## src/atc_pkg.sv

```systemverilog
// What this block does
// - two command codes both mean power query
// - standby-related query loads zero into count
// - idle query loads all ones into count
// - decode trim command code, accept trim hints
// - count gives blocks; zero count is reserved
// - only trim feature bit supported
// - at most one block per trim command
// - diagnostic code runs internal self tests
// - diagnostic ignores the drive select bit
// - master reports combined status of both
// - diagnostic result code goes to error register
// - flush writes pending cache to media
// - flush done shows ready and seek complete
// - unsupported flush ends command aborted
// - finished command sends register frame, interrupt
package atc_pkg;
	// register byte addresses
	localparam logic [4:0] OFF_DATA = 5'h00;
	localparam logic [4:0] OFF_ERR_FEAT = 5'h04;
	localparam logic [4:0] OFF_SCOUNT = 5'h08;
	localparam logic [4:0] OFF_DEVHEAD = 5'h0c;
	localparam logic [4:0] OFF_STAT_CMD = 5'h10;
	// command codes
	localparam logic [7:0] CMD_PMQ_A = 8'h98;
	localparam logic [7:0] CMD_PMQ_B = 8'he5;
	localparam logic [7:0] CMD_DSM = 8'h06;
	localparam logic [7:0] CMD_DIAG = 8'h90;
	localparam logic [7:0] CMD_FLUSH = 8'he7;
	// status bit positions
	localparam int ST_BSY = 7;
	localparam int ST_RDY = 6;
	localparam int ST_DSC = 4;
	localparam int ST_DRQ = 3;
	localparam int ST_ERR = 0;
	// error bit positions and codes
	localparam int ER_ABRT = 2;
	localparam int ER_SLAVE_FAIL = 7;
	localparam int FEAT_TRIM = 0;
	localparam logic [7:0] DIAG_OK = 8'h01;
	localparam logic [7:0] PMQ_STANDBY = 8'h00;
	localparam logic [7:0] PMQ_IDLE = 8'hff;
	// reset values
	localparam logic [7:0] RST_STATUS = 8'h50;
	localparam logic [7:0] RST_ERROR = 8'h01;
	localparam logic [15:0] RST_SCOUNT = 16'h0001;
	localparam logic [7:0] RST_BYTE = 8'h00;
	// one 512-byte block in 32-bit words
	localparam int BLOCK_WORDS = 128;

	typedef enum logic [1:0]
	{
		PWR_IDLE = 2'b00,
		PWR_STANDBY = 2'b01,
		PWR_ENTERING = 2'b10,
		PWR_EXITING = 2'b11
	} atc_pwr_e;

	typedef enum logic [1:0]
	{
		JOB_DIAG = 2'b00,
		JOB_FLUSH = 2'b01,
		JOB_TRIM = 2'b10,
		JOB_NONE = 2'b11
	} atc_job_e;

	typedef enum logic [2:0]
	{
		S_IDLE = 3'b000,
		S_PMQ = 3'b001,
		S_TRIM_XFER = 3'b010,
		S_JOB_RUN = 3'b011,
		S_FRAME = 3'b100
	} atc_state_e;

	// result handed to the transport layer
	typedef struct packed
	{
		logic [7:0] status;
		logic [7:0] error;
		logic [15:0] scount;
		logic irq;
	} atc_frame_s;

	// answer from the back end
	typedef struct packed
	{
		logic fail;
		logic [7:0] code;
	} atc_result_s;
endpackage : atc_pkg

```

## src/atc_top.sv

```systemverilog
`timescale 1ns/1ps
module atc_top #(
	parameter int BLOCK_WORDS = atc_pkg::BLOCK_WORDS,
	parameter bit FLUSH_SUPPORTED = 1'b1,
	parameter bit IS_MASTER = 1'b1
)(
	input wire logic clk,
	input wire logic nrst,
	input wire logic [4:0] avs_address,
	input wire logic avs_read,
	input wire logic avs_write,
	input wire logic [31:0] avs_writedata,
	input wire logic [3:0] avs_byteenable,
	output logic [31:0] avs_readdata,
	output logic avs_waitrequest,
	input wire atc_pkg::atc_pwr_e pwr_mode,
	input wire logic slave_diag_pass,
	output logic trim_valid,
	input wire logic trim_ready,
	output logic [31:0] trim_data,
	output logic job_start,
	output atc_pkg::atc_job_e job_kind,
	input wire logic job_done,
	input wire atc_pkg::atc_result_s job_result,
	output logic frame_valid,
	input wire logic frame_ready,
	output atc_pkg::atc_frame_s frame
);
	// word counter is eight bits wide
	if (BLOCK_WORDS < 1 || BLOCK_WORDS > 255)
	begin : g_bad_words
		$error("BLOCK_WORDS out of range");
	end
	////////////////////////////////////////////////////////////////////////
	// reset release
	logic rst_s1;
	logic rst_n;
	// two stages so release is clean against clk
	always_ff @(posedge clk or negedge nrst)
	begin
		if (!nrst)
		begin
			rst_s1 <= 1'b0;
			rst_n <= 1'b0;
		end
		else
		begin
			rst_s1 <= 1'b1;
			rst_n <= rst_s1;
		end
	end

	////////////////////////////////////////////////////////////////////////
	// slave diagnostic pin, three stages
	logic [2:0] pdiag_sync;
	logic slave_pass;
	always_ff @(posedge clk or negedge rst_n)
	begin
		if (!rst_n)
			pdiag_sync <= 3'h0;
		else
			pdiag_sync <= {pdiag_sync[1:0], slave_diag_pass};
	end
	// accept a change only when stages two and three agree
	always_ff @(posedge clk or negedge rst_n)
	begin
		if (!rst_n)
			slave_pass <= 1'b0;
		else if (pdiag_sync[1] == pdiag_sync[2])
			slave_pass <= pdiag_sync[2];
	end

	////////////////////////////////////////////////////////////////////////
	// bus slave handshake
	atc_pkg::atc_state_e state;
	logic ack;
	logic pend_trim;
	logic req;
	logic data_wr;
	logic take;
	logic [7:0] feat;
	logic [15:0] scount;
	logic [7:0] devhead;
	logic [7:0] status;
	logic [7:0] error;
	logic [7:0] wcount;
	assign req = avs_read | avs_write;
	assign data_wr = avs_write && avs_address == atc_pkg::OFF_DATA;
	assign avs_waitrequest = req & ~ack;
	assign take = req & ack;
	// a trim word is offered only while the block is open
	assign trim_valid = pend_trim & ~ack;
	// every access waits one cycle; trim words wait for the back end
	always_ff @(posedge clk or negedge rst_n)
	begin
		if (!rst_n)
		begin
			ack <= 1'b0;
			pend_trim <= 1'b0;
		end
		else if (ack)
		begin
			ack <= 1'b0;
			pend_trim <= 1'b0;
		end
		else if (pend_trim)
			ack <= trim_ready;
		else if (req)
		begin
			if (data_wr && state == atc_pkg::S_TRIM_XFER && wcount < 8'(BLOCK_WORDS))
				pend_trim <= 1'b1;
			else
				ack <= 1'b1;
		end
	end
	// read data and trim word captured on the first request cycle
	always_ff @(posedge clk or negedge rst_n)
	begin
		if (!rst_n)
		begin
			avs_readdata <= 32'h0;
			trim_data <= 32'h0;
		end
		else if (req && !ack && !pend_trim)
		begin
			trim_data <= avs_writedata;
			case (avs_address)
				atc_pkg::OFF_ERR_FEAT: avs_readdata <= {24'h0, error};
				atc_pkg::OFF_SCOUNT: avs_readdata <= {16'h0, scount};
				atc_pkg::OFF_DEVHEAD: avs_readdata <= {24'h0, devhead};
				atc_pkg::OFF_STAT_CMD: avs_readdata <= {24'h0, status};
				default: avs_readdata <= 32'h0;
			endcase
		end
	end

	////////////////////////////////////////////////////////////////////////
	// task-file writes
	logic host_wr;
	logic lane0;
	logic cmd_wr;
	logic busy;
	assign host_wr = take & avs_write;
	assign lane0 = avs_byteenable[0];
	assign busy = state != atc_pkg::S_IDLE;
	assign cmd_wr = host_wr && lane0 && avs_address == atc_pkg::OFF_STAT_CMD && !busy;
	// parameters are frozen while a command runs
	always_ff @(posedge clk or negedge rst_n)
	begin
		if (!rst_n)
		begin
			feat <= atc_pkg::RST_BYTE;
			devhead <= atc_pkg::RST_BYTE;
		end
		else if (host_wr && lane0 && !busy)
		begin
			if (avs_address == atc_pkg::OFF_ERR_FEAT)
				feat <= avs_writedata[7:0];
			if (avs_address == atc_pkg::OFF_DEVHEAD)
				devhead <= avs_writedata[7:0];
		end
	end
	////////////////////////////////////////////////////////////////////////
	// command decode
	logic is_pmq;
	logic dsm_ok;
	assign is_pmq = avs_writedata[7:0] == atc_pkg::CMD_PMQ_A || avs_writedata[7:0] == atc_pkg::CMD_PMQ_B;
	// a zero count is reserved and more than one block is refused
	assign dsm_ok = feat[atc_pkg::FEAT_TRIM] && scount == 16'h0001;

	////////////////////////////////////////////////////////////////////////
	// command sequencer
	logic fin;
	logic fin_err;
	logic fin_abrt;
	logic [7:0] fin_code;
	logic fin_code_en;
	logic pmq_standby;
	logic block_done;
	assign pmq_standby = pwr_mode != atc_pkg::PWR_IDLE;
	assign block_done = take && pend_trim && wcount == 8'(BLOCK_WORDS - 1);
	always_comb
	begin
		fin = 1'b0;
		fin_err = 1'b0;
		fin_abrt = 1'b0;
		fin_code = 8'h00;
		fin_code_en = 1'b0;
		if (cmd_wr && avs_writedata[7:0] == atc_pkg::CMD_DSM && !dsm_ok)
		begin
			fin = 1'b1;
			fin_err = 1'b1;
			fin_abrt = 1'b1;
		end
		else if (cmd_wr && avs_writedata[7:0] == atc_pkg::CMD_FLUSH && !FLUSH_SUPPORTED)
		begin
			fin = 1'b1;
			fin_err = 1'b1;
			fin_abrt = 1'b1;
		end
		else if (cmd_wr && !is_pmq && avs_writedata[7:0] != atc_pkg::CMD_DSM
			&& avs_writedata[7:0] != atc_pkg::CMD_DIAG && avs_writedata[7:0] != atc_pkg::CMD_FLUSH)
		begin
			// codes outside this block are aborted
			fin = 1'b1;
			fin_err = 1'b1;
			fin_abrt = 1'b1;
		end
		else if (state == atc_pkg::S_PMQ)
			fin = 1'b1;
		else if (state == atc_pkg::S_JOB_RUN && job_done)
		begin
			fin = 1'b1;
			if (job_kind == atc_pkg::JOB_DIAG)
			begin
				// diagnostic reports through its code, not through abort
				fin_code_en = 1'b1;
				fin_code = job_result.code;
				if (IS_MASTER && !slave_pass)
					fin_code[atc_pkg::ER_SLAVE_FAIL] = 1'b1;
			end
			else if (job_result.fail)
			begin
				fin_err = 1'b1;
				fin_abrt = 1'b1;
			end
		end
	end
	// states of the command in flight
	always_ff @(posedge clk or negedge rst_n)
	begin
		if (!rst_n)
			state <= atc_pkg::S_IDLE;
		else
		begin
			case (state)
				atc_pkg::S_IDLE:
				begin
					if (fin)
						state <= atc_pkg::S_FRAME;
					else if (cmd_wr && is_pmq)
						state <= atc_pkg::S_PMQ;
					else if (cmd_wr && avs_writedata[7:0] == atc_pkg::CMD_DSM)
						state <= atc_pkg::S_TRIM_XFER;
					else if (cmd_wr)
						state <= atc_pkg::S_JOB_RUN;
				end
				atc_pkg::S_PMQ: state <= atc_pkg::S_FRAME;
				atc_pkg::S_TRIM_XFER:
				begin
					if (block_done)
						state <= atc_pkg::S_JOB_RUN;
				end
				atc_pkg::S_JOB_RUN:
				begin
					if (fin)
						state <= atc_pkg::S_FRAME;
				end
				atc_pkg::S_FRAME:
				begin
					if (frame_ready)
						state <= atc_pkg::S_IDLE;
				end
				default: state <= atc_pkg::S_IDLE;
			endcase
		end
	end
	// back-end job request, one-cycle start pulse
	always_ff @(posedge clk or negedge rst_n)
	begin
		if (!rst_n)
		begin
			job_start <= 1'b0;
			job_kind <= atc_pkg::JOB_NONE;
		end
		else
		begin
			job_start <= 1'b0;
			if (state == atc_pkg::S_IDLE && cmd_wr && !fin && avs_writedata[7:0] == atc_pkg::CMD_DIAG)
			begin
				// drive select is not looked at here
				job_start <= 1'b1;
				job_kind <= atc_pkg::JOB_DIAG;
			end
			else if (state == atc_pkg::S_IDLE && cmd_wr && !fin && avs_writedata[7:0] == atc_pkg::CMD_FLUSH)
			begin
				job_start <= 1'b1;
				job_kind <= atc_pkg::JOB_FLUSH;
			end
			else if (block_done)
			begin
				job_start <= 1'b1;
				job_kind <= atc_pkg::JOB_TRIM;
			end
		end
	end
	// words of the trim block taken so far
	always_ff @(posedge clk or negedge rst_n)
	begin
		if (!rst_n)
			wcount <= 8'h00;
		else if (state == atc_pkg::S_IDLE)
			wcount <= 8'h00;
		else if (take && pend_trim)
			wcount <= wcount + 8'h01;
	end
	////////////////////////////////////////////////////////////////////////
	// sector count: host writes upper byte then lower byte
	always_ff @(posedge clk or negedge rst_n)
	begin
		if (!rst_n)
			scount <= atc_pkg::RST_SCOUNT;
		else if (state == atc_pkg::S_PMQ)
			scount <= pmq_standby ? {8'h00, atc_pkg::PMQ_STANDBY} : {8'h00, atc_pkg::PMQ_IDLE};
		else if (host_wr && lane0 && !busy && avs_address == atc_pkg::OFF_SCOUNT)
			scount <= {scount[7:0], avs_writedata[7:0]};
	end
	////////////////////////////////////////////////////////////////////////
	// status and error registers
	always_ff @(posedge clk or negedge rst_n)
	begin
		if (!rst_n)
			status <= atc_pkg::RST_STATUS;
		else if (cmd_wr)
		begin
			status <= 8'h00;
			status[atc_pkg::ST_BSY] <= ~fin && avs_writedata[7:0] != atc_pkg::CMD_DSM;
			status[atc_pkg::ST_RDY] <= fin;
			status[atc_pkg::ST_DSC] <= fin;
			status[atc_pkg::ST_ERR] <= fin_err;
			status[atc_pkg::ST_DRQ] <= ~fin && avs_writedata[7:0] == atc_pkg::CMD_DSM;
		end
		else if (block_done)
		begin
			status[atc_pkg::ST_DRQ] <= 1'b0;
			status[atc_pkg::ST_BSY] <= 1'b1;
		end
		else if (fin)
		begin
			// ready and seek complete once the back end job or the power query is done
			status[atc_pkg::ST_BSY] <= 1'b0;
			status[atc_pkg::ST_RDY] <= 1'b1;
			status[atc_pkg::ST_DSC] <= 1'b1;
			status[atc_pkg::ST_ERR] <= fin_err;
		end
	end

	always_ff @(posedge clk or negedge rst_n)
	begin
		if (!rst_n)
			error <= atc_pkg::RST_ERROR;
		else if (fin && fin_code_en)
			error <= fin_code;
		else if (fin)
		begin
			error <= 8'h00;
			error[atc_pkg::ER_ABRT] <= fin_abrt;
		end
	end
	////////////////////////////////////////////////////////////////////////
	// register frame to transport, held until taken
	assign frame_valid = state == atc_pkg::S_FRAME;
	always_comb
	begin
		frame.status = status;
		frame.error = error;
		frame.scount = scount;
		frame.irq = 1'b1;
	end
endmodule : atc_top

```

## config.mk

```make
export PLATFORM = sky130hd
export DESIGN_NAME = atc_top
export DESIGN_NICKNAME = d
export VERILOG_FILES = /design/src/atc_pkg.sv /design/src/atc_top.sv
export SDC_FILE = /design/constraint.sdc
export NUM_CORES = 1
export LEC_CHECK = 0
export ABC_AREA = 1
export BUFFER_PORTS_ARGS = -buffer_cell sky130_fd_sc_hd__buf_4
export CAP_MARGIN = 20
export CORE_ASPECT_RATIO = 1.75
export CORE_MARGIN = 4
export CORE_UTILIZATION = 52
export CTS_BUF_LIST = sky130_fd_sc_hd__clkbuf_4
export CTS_CLUSTER_SIZE = 30
export DETAILED_ROUTE_END_ITERATION = 10
export GPL_ROUTABILITY_DRIVEN = 0
export GPL_TIMING_DRIVEN = 0
export PLACE_DENSITY = 0.82
export SYNTH_ARGS = -nofsm -noshare
export SYNTH_HDL_FRONTEND = slang
export SYNTH_SLANG_ARGS = --single-unit
```

## constraint.sdc

```tcl
create_clock -name clk -period 4.1 [get_ports clk]
set_input_delay 0 -clock clk [delete_from_list [all_inputs] [get_ports clk]]
set_output_delay 0 -clock clk [all_outputs]
set_load 0.01 [all_outputs]
```

==> PnR_summary.wiki <==
{| class="wikitable"
! Metric !! Value
|-
| Synthesized instance count || 579
|-
| Largest incremental delay on the critical path || 650 ps
|-
| Initial cell density of the core || 53.6%
|-
| Post-route antenna net violation count || 0
|-
| List of cells traversed by the critical path || nand3_2 -> dlygate4sd3_1 -> nor2_8 -> nand2_4 -> nor2_4 -> nand2_2 -> nand3_4 -> inv_2 -> buf_6 -> nand2_1 -> nand3b_1 -> dlygate4sd3_1
|-
| Library cell occupying the most area in the post-synthesis netlist || dfrtp_1
|-
| Global route overflow || 0
|-
| Pwr Density || 429 nW/um^2
|-
| Largest driver fanout on the critical path || 10
|-
| Share of cells above drive strength 1 || 26.6%
|-
| Die W || 81.4 um
|-
| Fraction of the cycle the final worst path needs || 69.2%
|-
| CP Launch Type || register
|-
| Average via count per standard cell || 5.14
|-
| Fill cell total of the finished layout || 661
|-
| Die height || 136 um
|-
| TritonCTS clock tree || built
|-
| DRC marker count from the first detailed-route iteration || 294
|-
| Cts bufs inserted || 9
|-
| Tightest Pin Transition || 650 ps
|-
| Synthesis-to-layout area growth || 42.2%
|-
| # port buffers || 139
|-
| Leakage power summed over all cells || 3.63 nW
|-
| Distinct cell type count of the synthesized netlist || 39
|-
| Clk_lat worst skew || 470 ps
|-
| Root Buffer || clkbuf_4
|-
| Total of warnings raised by yosys || 0
|-
| Critical R2R Launch || ack
|-
| Core Util, Final || 76.2%
|-
| Clk pin slew, worst setup/hold paths || 150 ps
|-
| Unrepaired setup endpoints after global routing || false
|-
| Total Negative Setup Slacks || 0 ps
|-
| Final critical-path setup slack || 1260 ps
|-
| Most instantiated flip-flop cell in the synthesis netlist || dfrtp_1
|-
| Wire per inst || 15.5 um
|-
| Global-route wire length before repair || 23000 um
|-
| Headroom to the max-slew limit || 56.5%
|-
| Synthesized area per cell || 8.47 um^2
|-
| Io pins || 163
|-
| Result of the run || completed
|-
| Launch point of the critical path || ack
|-
| Slowest library cell on the worst path || dlygate4sd3_1
|-
| Net count of the finished layout || 873
|-
| Type of the most critical hold path || in2reg
|-
| Startpoint-to-endpoint class of the critical path || reg2reg
|-
| Flop and latch count out of synthesis || 107
|-
| Hold Crit Start || avs_read
|-
| Worst path arrival time || 3200 ps
|-
| Total setup violations reported at the end of the flow || 0
|-
| H-tree depth || 3
|-
| HPWL after detailed placement || 10600 um
|-
| Drc violations || 0
|-
| Placed standard-cell area || 6200 um^2
|-
| Post-synthesis instance area || 4900 um^2
|-
| Core area || 9150 um^2
|-
| Count of instances resized after the clock tree is built || 0
|-
| Worst slack at placement || 2260 ps
|-
| Setup slack, reg-to-reg || 1260 ps
|-
| CP Data Required Time || 4460 ps
|-
| Post-route clock skew || 23.5 ps
|-
| Post-synth EDFFs || 0
|-
| Number of rows created at floorplan || 46
|-
| Highest clock frequency the design can meet || 0.353 GHz
|-
| Async SR Flop Fraction || 100%
|-
| Cell types with the largest area share after synthesis || dfrtp_1 (52%), nand2_1 (15%), o21ai_0 (5.6%)
|-
| Clk buf depth || 2
|-
| Vias in the first global route || 4990
|-
| Sequential Area || 2690 um^2
|-
| Final period demand of the worst path || 2840 ps
|-
| Aggregate global-route resource usage || 27.2%
|-
| Final Max Slew Viols || 0
|-
| Sum of routed wire length over all layers || 14500 um
|-
| Detailed-routing iteration count for the pre-antenna-repair pass || 5
|-
| Final count of hold timing violations || 0
|-
| Total clock sinks || 107
|-
| Worst slack on hold paths || 57.1 ps
|-
| Antenna violations before repair || 0
|-
| Largest net degree at the start of global routing || 75
|-
| Portion of synthesized cell area occupied by the leading cell type || 52.0%
|-
| Multi-input combinational cell area || 1880 um^2
|-
| Maximum vdd ir drop || 0.262 mV
|-
| Cell area after layout || 6980 um^2
|-
| Floorplan die area || 11100 um^2
|-
| Vias || 4830
|-
| Cell seen most often among critical-path stages || dlygate4sd3_1
|-
| Number of max-capacitance violations reported || 0
|-
| Proportion of synthesized chip area in sequential cells || 54.7%
|-
| Critical Path End Type || register
|}
## cells by family after synthesis
family	synth area share, %
compound gates	9.82
xor+xnor	0.179
fa+ha+maj	0.459
buf+inv	8.37
flops	54.7
other cells	0.153
simple gates	26.3
## final timing paths
kind / end / cells after the start
setup / recovery: error[2] / 12
hold / removal: pend_trim / 5
setup reg to reg: error[2] / 12
hold reg to reg: avs_readdata[7] / 0
max in group asynchronous: job_kind[1] / 1
min in group asynchronous: avs_readdata[7] / 0
## sequential cells by signal, indices dropped and copies added (netlist names)
name and cells:
trim_data 32, avs_readdata 16, scount 16, devhead 8
error 8, wcount 8, status 4, pdiag_sync 3
state 3, job_kind 2, ack 1, feat 1
job_start 1, pend_trim 1, rst_n 1, rst_s1 1
slave_pass 1
## critical path, delay by kind of cell, from the launching register on
kind                   cells  cell delay (ps)
buffers and inverters      4             1410
DFF                        1              450
and+or+nand+nor            8              880
## Yosys cell counts (5+ instances only)
master    count
nand2_1     201
nor2_2        6
a21oi_1      11
inv_2         5
dfstp_2       5
inv_1        47
o22ai_1       8
nor3_1        6
nand3_1      19
clkbuf_1      7
nor2_1       38
dfrtp_1     102
o21ai_0      55
buf_4        21
## cell type report
cell class,instances,area share (%)
flip-flops and latches,107,38.5
well taps,120,2.15
clock inverters,6,0.915
plain buffers,33,3.09
multi-input cells,406,27.0
repair buffers,203,24.4
diodes,2,0.0717
inverters,52,2.80
clock buffers,10,1.08
## per-stage QoR
stage / std cells / total power, W
floorplan: 598 / 0.00191
global placement: 857 / 0.00234
detailed placement: 858 / 0.00239
CTS: 937 / 0.00298
global route: 937 / 0.00316
finish: 939 / 0.00299
## routing by layer
layer  vias to the layer above  part of all wire (%)  GRT usage (%)
met1                      2294                    34           28.2
met3                        59                   6.1           5.70
li1                       2277                     -              -
met4                         0                   5.5           16.3
met5                         -                     0              0
met2                       200                    55           48.5
## where the power goes
group / internal (W) / switching (W)
clock: 0.000193 / 0.000347
sequential: 0.00123 / 0.000136
combinational: 0.000464 / 0.000617
## cells in the final DEF, fill, tap and decap left out, drive strengths merged
cell and count:
dfrtp 102, inv 53, nor4 2, clkinvlp 1
maj3 1, buf 166, nor2 49, clkbuf 17
a221oi 3, clkinv 3, o211ai 1, xor2 1
nand3b 2, conb 21, nand3 21, ha 1
nor3 8, o2111ai 3, a21oi 12, or2 1
a31oi 1, nand2 208, diode 2, nand4 4
o21ai 58, o22ai 8, bufinv 1, dlygate4sd3 63
a211oi 1, dfstp 5
## what timing repair did
action	4_1_cts	5_1_grt
setup buffers	0	0
hold buffers	63	0
endpoints found under the hold margin	60	0
Power figures use the tool's default switching activity.
